===== config.mk =====
export PLATFORM = sky130hd
export DESIGN_NAME = dcie_evaluator
export DESIGN_NICKNAME = d
export VERILOG_FILES = /design/src/rtl/dcie_evaluator.v /design/src/rtl/dcie_pair_mon.v
export VERILOG_INCLUDE_DIRS = /design/src /design/src/rtl
export SDC_FILE = /design/constraint.sdc
export NUM_CORES = 1
export LEC_CHECK = 0
export BUFFER_PORTS_ARGS = -buffer_cell sky130_fd_sc_hd__clkbuf_2
export CORE_ASPECT_RATIO = 1.4
export CORE_MARGIN = 3
export CORE_UTILIZATION = 30
export DETAILED_ROUTE_END_ITERATION = 10
export GPL_TIMING_DRIVEN = 0
export SETUP_SLACK_MARGIN = 0.2
export SLEW_MARGIN = 20
export SYNTH_ARGS = -nofsm -noshare
export SYNTH_HDL_FRONTEND = slang
export SYNTH_SLANG_ARGS = --single-unit

===== constraint.sdc =====
create_clock -name clk -period 2.9 [get_ports clk]
set_input_delay 0.145 -clock clk [delete_from_list [all_inputs] [get_ports clk]]
set_output_delay 0.145 -clock clk [all_outputs]
set_load 0.02 [all_outputs]

===== src/rtl/dcie_map.vh =====
`ifndef DCIE_MAP_VH
`define DCIE_MAP_VH

`define DCIE_CLK_PERIOD_NS  5
`define DCIE_TICK_NS        1000000
`define DCIE_TICK_CYC       18'h30d40
`define DCIE_TICK_W         18

`define DCIE_ADDR_W         4
`define DCIE_REG_CTRL       4'h0
`define DCIE_REG_DISC       4'h4
`define DCIE_REG_SYNC       4'h8
`define DCIE_REG_STAT       4'hc

`define DCIE_SEL_W          3
`define DCIE_SEL_NONE       3'h0
`define DCIE_SEL_CTRL       3'h1
`define DCIE_SEL_DISC       3'h2
`define DCIE_SEL_SYNC       3'h3
`define DCIE_SEL_STAT       3'h4

`define DCIE_CTRL_W         6
`define DCIE_CTRL_RST       6'h00
`define DCIE_CTRL_MODE      2:0
`define DCIE_CTRL_DIAG      4
`define DCIE_CTRL_TEST      5

`define DCIE_LIM_W          16
`define DCIE_LIM_RST        16'h0000

`define DCIE_MODE_W         3
`define DCIE_MODE_SINGLE    3'h0
`define DCIE_MODE_EQ        3'h1
`define DCIE_MODE_CP        3'h2
`define DCIE_MODE_EQ2       3'h3
`define DCIE_MODE_CP2       3'h4

`define DCIE_ST_W           2
`define DCIE_ST_INACT       2'h0
`define DCIE_ST_ACT         2'h1
`define DCIE_ST_DISC        2'h2

`define DCIE_RESP_OKAY      2'h0
`define DCIE_RESP_SLVERR    2'h2

`endif


===== src/rtl/dcie_evaluator.v =====
// Decided for this implementation: the register offsets and the AXI4-Lite slave port.
`timescale 1ns/1ps
`default_nettype none
`include "dcie_map.vh"

module dcie_evaluator #(
    parameter [`DCIE_TICK_W-1:0] TICK_CYC = `DCIE_TICK_CYC
) (
    input  wire        clk,
    input  wire        rst_n,
    input  wire [3:0]  chIn,
    input  wire        testReq,
    output reg         permit_ff,
    output reg         faultPresent_ff,
    input  wire [3:0]  s_axi_awaddr,
    input  wire        s_axi_awvalid,
    output reg         s_axi_awready,
    input  wire [31:0] s_axi_wdata,
    input  wire [3:0]  s_axi_wstrb,
    input  wire        s_axi_wvalid,
    output reg         s_axi_wready,
    output reg  [1:0]  s_axi_bresp,
    output reg         s_axi_bvalid,
    input  wire        s_axi_bready,
    input  wire [3:0]  s_axi_araddr,
    input  wire        s_axi_arvalid,
    output reg         s_axi_arready,
    output reg  [31:0] s_axi_rdata,
    output reg  [1:0]  s_axi_rresp,
    output reg         s_axi_rvalid,
    input  wire        s_axi_rready
);

    // Address decode shared by write and read paths
    function [`DCIE_SEL_W-1:0] regSel;
        input [`DCIE_ADDR_W-1:0] addr;
        begin
            if (addr == `DCIE_REG_CTRL) begin
                regSel = `DCIE_SEL_CTRL;
            end else if (addr == `DCIE_REG_DISC) begin
                regSel = `DCIE_SEL_DISC;
            end else if (addr == `DCIE_REG_SYNC) begin
                regSel = `DCIE_SEL_SYNC;
            end else if (addr == `DCIE_REG_STAT) begin
                regSel = `DCIE_SEL_STAT;
            end else begin
                regSel = `DCIE_SEL_NONE;
            end
        end
    endfunction

    // Byte-lane merge of a write into an old word
    function [31:0] mergeBytes;
        input [31:0] oldVal;
        input [31:0] newVal;
        input [3:0]  strb;
        integer      i;
        begin
            mergeBytes = oldVal;
            for (i = 0; i < 4; i = i + 1) begin
                if (strb[i]) begin
                    mergeBytes[i*8 +: 8] = newVal[i*8 +: 8];
                end
            end
        end
    endfunction

    // Configuration and state registers
    reg  [`DCIE_CTRL_W-1:0]   ctrl_ff;
    reg  [`DCIE_LIM_W-1:0]    discLim_ff;
    reg  [`DCIE_LIM_W-1:0]    syncLim_ff;
    reg  [`DCIE_TICK_W-1:0]   tickCnt_ff;
    reg                       tick_ff;
    reg  [`DCIE_LIM_W-1:0]    syncCnt_ff;
    reg                       syncErr_ff;
    reg                       errLatch_ff;
    reg                       testPend_ff;
    reg                       testReqDly_ff;

    // Bus state
    reg                       awHeld_ff;
    reg  [`DCIE_ADDR_W-1:0]   awAddr_ff;
    reg                       wHeld_ff;
    reg  [31:0]               wData_ff;
    reg  [3:0]                wStrb_ff;

    wire [`DCIE_MODE_W-1:0]   mode;
    wire                      diagEn;
    wire                      testEn;
    wire                      opposite;
    wire                      pairMode;
    wire                      twoPair;
    wire [`DCIE_ST_W*2-1:0]   pairState;
    wire [1:0]                discExp;
    wire [1:0]                pairMonEn;
    wire                      allInactive;
    wire                      syncTiming;
    wire                      anyErr;
    wire                      doAw;
    wire                      doW;
    wire                      doWr;
    wire                      doAr;
    wire [`DCIE_SEL_W-1:0]    wrSel;
    wire [`DCIE_SEL_W-1:0]    rdSel;
    wire [31:0]               ctrlNew;
    // Write data merged into the limit registers
    wire [31:0]               discNew;
    wire [31:0]               syncNew;
    wire                      testEnRise;
    wire                      testReqRise;
    reg                       rawPermit;
    reg  [31:0]               rdMux;
    reg                       nxt_awHeld;
    reg                       nxt_wHeld;
    reg                       nxt_bvalid;
    reg                       nxt_rvalid;

    assign mode     = ctrl_ff[`DCIE_CTRL_MODE];
    assign diagEn   = ctrl_ff[`DCIE_CTRL_DIAG];
    assign testEn   = ctrl_ff[`DCIE_CTRL_TEST];
    assign opposite = (mode == `DCIE_MODE_CP) | (mode == `DCIE_MODE_CP2);
    assign pairMode = (mode == `DCIE_MODE_EQ) | (mode == `DCIE_MODE_CP);
    assign twoPair  = (mode == `DCIE_MODE_EQ2) | (mode == `DCIE_MODE_CP2);

    // Discrepancy checking only on the first pair in single-pair modes
    assign pairMonEn = {1'b0, pairMode};

    genvar g;
    generate
        for (g = 0; g < 2; g = g + 1) begin : genPair
            dcie_pair_mon uPair (
                .clk        (clk),
                .rst_n      (rst_n),
                .chA        (chIn[2*g]),
                .chB        (chIn[2*g+1]),
                .opposite   (opposite),
                .monEn      (pairMonEn[g]),
                .limit      (discLim_ff),
                .tick       (tick_ff),
                .pairState  (pairState[g*`DCIE_ST_W +: `DCIE_ST_W]),
                .expired_ff (discExp[g])
            );
        end
    endgenerate

    // Output truth table per input type
    always @* begin
        case (mode)
            `DCIE_MODE_SINGLE: rawPermit = chIn[0];
            `DCIE_MODE_EQ:     rawPermit = chIn[0] & chIn[1];
            `DCIE_MODE_CP:     rawPermit = chIn[0] & ~chIn[1];
            `DCIE_MODE_EQ2:    rawPermit = &chIn;
            `DCIE_MODE_CP2:    rawPermit = chIn[0] & ~chIn[1] &
                                           chIn[2] & ~chIn[3];
            default:           rawPermit = 1'b0;
        endcase
    end

    // Rest state used to release a latched error
    assign allInactive = (mode == `DCIE_MODE_SINGLE) ? ~chIn[0] :
                         twoPair ?
                         ((pairState[1:0] == `DCIE_ST_INACT) &
                          (pairState[3:2] == `DCIE_ST_INACT)) :
                         (pairState[1:0] == `DCIE_ST_INACT);

    // Pair-to-pair skew timer
    assign syncTiming = twoPair & (syncLim_ff != `DCIE_LIM_RST) &
                        (pairState[1:0] != pairState[3:2]);

    assign anyErr = (|discExp) | syncErr_ff;

    // Fixed-period timebase
    always @(posedge clk) begin
        if (!rst_n) begin
            tickCnt_ff <= {`DCIE_TICK_W{1'b0}};
            tick_ff    <= 1'b0;
        end else if (tickCnt_ff == TICK_CYC - 1'b1) begin
            tickCnt_ff <= {`DCIE_TICK_W{1'b0}};
            tick_ff    <= 1'b1;
        end else begin
            tickCnt_ff <= tickCnt_ff + 1'b1;
            tick_ff    <= 1'b0;
        end
    end

    always @(posedge clk) begin
        if (!rst_n) begin
            syncCnt_ff <= `DCIE_LIM_RST;
            syncErr_ff <= 1'b0;
        end else if (!syncTiming) begin
            syncCnt_ff <= `DCIE_LIM_RST;
            syncErr_ff <= 1'b0;
        end else begin
            if (tick_ff && syncCnt_ff != syncLim_ff) begin
                syncCnt_ff <= syncCnt_ff + 1'b1;
            end
            syncErr_ff <= (syncCnt_ff == syncLim_ff);
        end
    end

    // Function test request handling
    assign ctrlNew     = mergeBytes({{(32-`DCIE_CTRL_W){1'b0}}, ctrl_ff},
                                    wData_ff, wStrb_ff);
    assign testEnRise  = doWr & (wrSel == `DCIE_SEL_CTRL) &
                         ctrlNew[`DCIE_CTRL_TEST] & ~testEn;
    assign testReqRise = testEn & testReq & ~testReqDly_ff;

    always @(posedge clk) begin
        if (!rst_n) begin
            testReqDly_ff <= 1'b0;
            testPend_ff   <= 1'b0;
        end else begin
            testReqDly_ff <= testReq;
            if (testEnRise || testReqRise) begin
                testPend_ff <= 1'b1;
            end else if (allInactive || !testEn) begin
                testPend_ff <= 1'b0;
            end
        end
    end

    // Error latch, permit and fault outputs
    always @(posedge clk) begin
        if (!rst_n) begin
            errLatch_ff     <= 1'b0;
            permit_ff       <= 1'b0;
            faultPresent_ff <= 1'b0;
        end else begin
            if (anyErr) begin
                errLatch_ff <= 1'b1;
            end else if (allInactive) begin
                errLatch_ff <= 1'b0;
            end
            permit_ff <= rawPermit & ~anyErr & ~errLatch_ff &
                         ~testPend_ff;
            faultPresent_ff <= diagEn & (anyErr | errLatch_ff);
        end
    end

    // AXI4-Lite write path
    assign doAw  = s_axi_awvalid & s_axi_awready;
    assign doW   = s_axi_wvalid & s_axi_wready;
    assign doWr  = awHeld_ff & wHeld_ff & ~s_axi_bvalid;
    assign wrSel = regSel(awAddr_ff);

    always @* begin
        nxt_awHeld = (awHeld_ff | doAw) & ~doWr;
        nxt_wHeld  = (wHeld_ff | doW) & ~doWr;
        nxt_bvalid = doWr | (s_axi_bvalid & ~s_axi_bready);
    end

    always @(posedge clk) begin
        if (!rst_n) begin
            awHeld_ff     <= 1'b0;
            awAddr_ff     <= {`DCIE_ADDR_W{1'b0}};
            wHeld_ff      <= 1'b0;
            wData_ff      <= 32'h0000_0000;
            wStrb_ff      <= 4'h0;
            s_axi_awready <= 1'b0;
            s_axi_wready  <= 1'b0;
            s_axi_bvalid  <= 1'b0;
            s_axi_bresp   <= `DCIE_RESP_OKAY;
        end else begin
            awHeld_ff     <= nxt_awHeld;
            wHeld_ff      <= nxt_wHeld;
            s_axi_bvalid  <= nxt_bvalid;
            s_axi_awready <= ~nxt_awHeld & ~nxt_bvalid;
            s_axi_wready  <= ~nxt_wHeld & ~nxt_bvalid;
            if (doAw) begin
                awAddr_ff <= {s_axi_awaddr[`DCIE_ADDR_W-1:2], 2'b00};
            end
            if (doW) begin
                wData_ff <= s_axi_wdata;
                wStrb_ff <= s_axi_wstrb;
            end
            if (doWr) begin
                s_axi_bresp <= (wrSel == `DCIE_SEL_NONE) ?
                               `DCIE_RESP_SLVERR : `DCIE_RESP_OKAY;
            end
        end
    end

    // Limit words after byte-lane merge, upper half dropped
    assign discNew = mergeBytes({16'h0000, discLim_ff}, wData_ff, wStrb_ff);
    assign syncNew = mergeBytes({16'h0000, syncLim_ff}, wData_ff, wStrb_ff);

    // Configuration registers
    always @(posedge clk) begin
        if (!rst_n) begin
            ctrl_ff    <= `DCIE_CTRL_RST;
            discLim_ff <= `DCIE_LIM_RST;
            syncLim_ff <= `DCIE_LIM_RST;
        end else if (doWr) begin
            if (wrSel == `DCIE_SEL_CTRL) begin
                ctrl_ff <= ctrlNew[`DCIE_CTRL_W-1:0];
            end else if (wrSel == `DCIE_SEL_DISC) begin
                discLim_ff <= discNew[`DCIE_LIM_W-1:0];
            end else if (wrSel == `DCIE_SEL_SYNC) begin
                syncLim_ff <= syncNew[`DCIE_LIM_W-1:0];
            end
        end
    end

    // AXI4-Lite read path
    assign doAr  = s_axi_arvalid & s_axi_arready;
    assign rdSel = regSel({s_axi_araddr[`DCIE_ADDR_W-1:2], 2'b00});

    always @* begin
        if (rdSel == `DCIE_SEL_CTRL) begin
            rdMux = {{(32-`DCIE_CTRL_W){1'b0}}, ctrl_ff};
        end else if (rdSel == `DCIE_SEL_DISC) begin
            rdMux = {16'h0000, discLim_ff};
        end else if (rdSel == `DCIE_SEL_SYNC) begin
            rdMux = {16'h0000, syncLim_ff};
        end else if (rdSel == `DCIE_SEL_STAT) begin
            rdMux = {18'h00000, chIn, pairState, testPend_ff, errLatch_ff,
                     syncErr_ff, discExp, permit_ff};
        end else begin
            rdMux = 32'h0000_0000;
        end
        nxt_rvalid = doAr | (s_axi_rvalid & ~s_axi_rready);
    end

    always @(posedge clk) begin
        if (!rst_n) begin
            s_axi_arready <= 1'b0;
            s_axi_rvalid  <= 1'b0;
            s_axi_rdata   <= 32'h0000_0000;
            s_axi_rresp   <= `DCIE_RESP_OKAY;
        end else begin
            s_axi_rvalid  <= nxt_rvalid;
            s_axi_arready <= ~nxt_rvalid;
            if (doAr) begin
                s_axi_rdata <= rdMux;
                s_axi_rresp <= (rdSel == `DCIE_SEL_NONE) ?
                               `DCIE_RESP_SLVERR : `DCIE_RESP_OKAY;
            end
        end
    end

endmodule

`default_nettype wire


===== src/rtl/dcie_pair_mon.v =====
`timescale 1ns/1ps
`default_nettype none
`include "dcie_map.vh"

module dcie_pair_mon (
    input  wire                     clk,
    input  wire                     rst_n,
    input  wire                     chA,
    input  wire                     chB,
    input  wire                     opposite,
    input  wire                     monEn,
    input  wire [`DCIE_LIM_W-1:0]   limit,
    input  wire                     tick,
    output wire [`DCIE_ST_W-1:0]    pairState,
    output reg                      expired_ff
);

    reg  [`DCIE_LIM_W-1:0] cnt_ff;
    wire                   chBNorm;
    wire                   timing;

    // Normalise the second channel so both read high when active
    assign chBNorm   = opposite ? ~chB : chB;
    assign pairState = (chA & chBNorm)   ? `DCIE_ST_ACT :
                       (~chA & ~chBNorm) ? `DCIE_ST_INACT :
                                           `DCIE_ST_DISC;

    // Timer runs while the pair is split, either direction
    assign timing = monEn & (limit != `DCIE_LIM_RST) &
                    (pairState == `DCIE_ST_DISC);

    always @(posedge clk) begin
        if (!rst_n) begin
            cnt_ff     <= `DCIE_LIM_RST;
            expired_ff <= 1'b0;
        end else if (!timing) begin
            cnt_ff     <= `DCIE_LIM_RST;
            expired_ff <= 1'b0;
        end else begin
            if (tick && cnt_ff != limit) begin
                cnt_ff <= cnt_ff + 1'b1;
            end
            expired_ff <= (cnt_ff == limit);
        end
    end

endmodule

`default_nettype wire


==> out/metrics.cfg <==
[final_layout]
fillerInstances=2249
antenna_cells=0
area_growth_pct=24.4
fin_nets=919
stdcell_count=1166
drive_above_1_share=0.167

[floorplan]
die_y_microns=183
num_rows=64
core_sq_um=21900
start_util=0.306
die_width_microns=132
ioPinCount=99
die_area_sq_um=24200

[routing]
wl_per_cell_microns=15.6
post-route-drc-count=0
vias=5630
ant_nets=0
drt_iter0_drc=315
routed_wl_microns=18200
drt-vias-per-instance=4.83
dr.pass1.iters=4

[placement]
dpl.hpwl_microns=13700
gp_congestion=0.892
port_buffers=55
dpl.cell_count=1110

[synth]
ys_seq_area_frac=0.421
synth_top_family_by_area=simple AND/OR/NAND/NOR gates
synth_compound_area_frac=0.114
synth_simple_gate_area_frac=0.240
avgSynthCellArea_sq_um=9.05
synth-xor-area-share=0.0705
syn-cell-area_sq_um=6710
synth_fa_ha_area_frac=0.0131
synth_ff_type=dfxtp_1
synth-edff-count=0
synth_cells=741
ys_types=49
async_reset_ff_frac=0
synth_mux_area_frac=0.0884
synth_seq_cells=141
yosysWarningCount=0

[clocking]
cts-root-buf=clkbuf_16
path_clk_slew_ns=0.06
cts_max_level=4
clk_latency_ns=0.43
cts_buffers=17
cts_tree=done
clockBufferDepth=2
cts.sinks=141

[sta]
drv_slew=0
setup_violations=0
slew_headroom=0.574
final.period_utilization=0.900
hold_ws_ns=0.0136
grt_setup_unrepaired=no
fmax_mhz=383
hold_violations=0
clock_skew_ns=0.00686
worst_slew_pin_slew_ns=0.639
period_minus_slack_ns=2.61

[worst_hold_path]
min_from=s_axi_awvalid
hold_path_class=input port to register

[critical_path]
startpoint=ctrl_ff[1]
r2r_start=ctrl_ff[1]
required_ns=3.25
start_kind=register
critPathCaptureType=register
path_max_fanout=10
cp.arrival_ns=2.96
critPathKind=register to register
rrSetupSlack_ns=0.29

[global_route]
grt_pass1_wl_microns=28800
gr-total-overflow=0
grt_max_degree=17
grt_pass1_vias=5429
grt_usage=0.150
grt_antenna_before_repair=0

[flow_run]
cap_viol_max_count=0

[power]
p_per_area_nw_per_um2=552
p_leak_nw=3.24
power_mw=4.61
irDropWorstVdd_v=0.000393

[run_status]
status=finished, final reports clean

[worst max-delay path, stage by stage, from the launching register on]
cell and delay, ns:
dfxtp_1 0.29, clkbuf_4 0.19, nand2b_4 0.18, a21oi_4 0.19
xor2_1 0.19, inv_1 0.06, ha_1 0.32, xor2_1 0.16
o211ai_1 0.15, or2_2 0.31, buf_2 0.17, clkbuf_8 0.18
nor2_4 0.14
[final timing paths]
kind                    to  cells past startpoint
min           awAddr_ff[2]                      3
min reg2reg  s_axi_awready                      1
max reg2reg     syncErr_ff                     12
max             syncErr_ff                     12
[layout by cell type, fill, tap and decap left out, drive strengths merged, types with 5 or more instances in the layout]
cell	count
dfxtp	141
mux2	8
and3	14
mux2i	39
o31ai	8
xor2	31
nor4	20
nand3	30
or4	9
clkbuf	100
a221oi	10
a21oi	29
xnor2	23
inv	16
and2	7
dlygate4sd3	22
conb	18
nand4	15
nand2	71
ha	7
a21boi	27
nor2b	42
nor3b	11
nor2	47
buf	33
or3	18
mux4	5
o21ai	21
nand2b	6
[power breakdown]
group	switching [mW]	total, mW	internal, mW
Sequential	0.0308	2.00	1.97
Combinational	0.168	0.299	0.131
Clock	0.913	2.31	1.40
[area by class of cell]
| cell class | count | area [sq um] | area share |
|---|---|---|---|
| clock buffer | 18 | 439 | 0.0526 |
| buffer | 58 | 333 | 0.0399 |
| inverter | 10 | 37.5 | 0.00450 |
| tap | 297 | 372 | 0.0445 |
| multi-input combinational | 549 | 3650 | 0.437 |
| clock inverter | 14 | 181 | 0.0217 |
| timing repair buffer | 79 | 510 | 0.0612 |
| sequential | 141 | 2820 | 0.338 |
[Yosys cell counts (2+ instances only)]
library cell / instances / area (sq um)
nor3_1: 3 / 15.0
o31a_1: 4 / 35.0
xor2_1: 31 / 272
a21oi_1: 29 / 145
nand3_1: 30 / 150
or3_1: 18 / 113
nand4b_1: 2 / 17.5
nand2_1: 71 / 267
and4_1: 3 / 26.3
and2_1: 7 / 43.8
dfxtp_1: 141 / 2820
a21boi_0: 27 / 203
mux4_2: 5 / 113
a221oi_1: 10 / 87.6
buf_2: 8 / 40.0
nand4_1: 15 / 93.8
ha_1: 7 / 87.6
buf_4: 20 / 150
nor2b_1: 42 / 263
mux2_2: 8 / 90.1
or4_1: 9 / 67.6
or2_2: 2 / 12.5
o21a_1: 4 / 30.0
o211ai_1: 3 / 22.5
nor4_1: 19 / 119
nand2b_1: 6 / 37.5
o31ai_1: 8 / 60.1
inv_1: 10 / 37.5
o21ai_0: 21 / 105
xnor2_1: 23 / 201
clkbuf_1: 28 / 105
and3_1: 14 / 87.6
mux2i_1: 39 / 390
buf_6: 2 / 22.5
nor2_1: 47 / 176
nand3b_1: 2 / 15.0
nor3b_1: 11 / 82.6
[kinds of logic (layout without fill, tap and decap cells)]
logic type | count (synthesis) | after routing
muxes | 52 | 52
other | 1 | 18
adders and majority gates | 7 | 7
AOI/OAI and AO/OA | 115 | 115
DFF | 141 | 141
buffers and inverters | 68 | 179
xor gates and xnor gates | 54 | 54
and+or+nand+nor | 303 | 303
[timing repair]
item / 4_1_cts / 5_1_grt
setup endpoints to repair: 21 / 20
resized for setup: 8 / 9
hold endpoints to repair: 22 / 0
hold buffers: 22 / 0
pin swaps: 1 / 4
setup buffers: 1 / 1
[per-stage QoR]
stage                     utilization  cell area, sq um  setup slack, ns  setup TNS [ns]
after CTS                       0.378              8290            0.218               0
after global routing            0.380              8350            0.158               0
after floorplan                     -              6770            0.401               0
after detailed placement        0.338              7420           -0.361           -2.45
after global placement          0.338              7420           -0.309           -1.96
final                           0.380              8350            0.291               0
[state kept, by name (all words and copies together) (netlist names), 2 cells and up]
register / count
awAddr_ff: 2
ctrl_ff: 6
discLim_ff: 16
genPair.uPair.cnt_ff: 16
s_axi_rdata: 16
syncCnt_ff: 16
syncLim_ff: 16
tickCnt_ff: 18
wData_ff: 16
wStrb_ff: 2
[routing by layer]
layer / up-vias / track usage / routed length [microns]
li1: 2815 / - / -
met1: 2673 / 0.166 / 7430
met2: 114 / 0.282 / 9650
met3: 28 / 0.0294 / 597
met4: 0 / 0.0607 / 531
met5: - / 0 / 0
(Power assumes the default switching activity.)
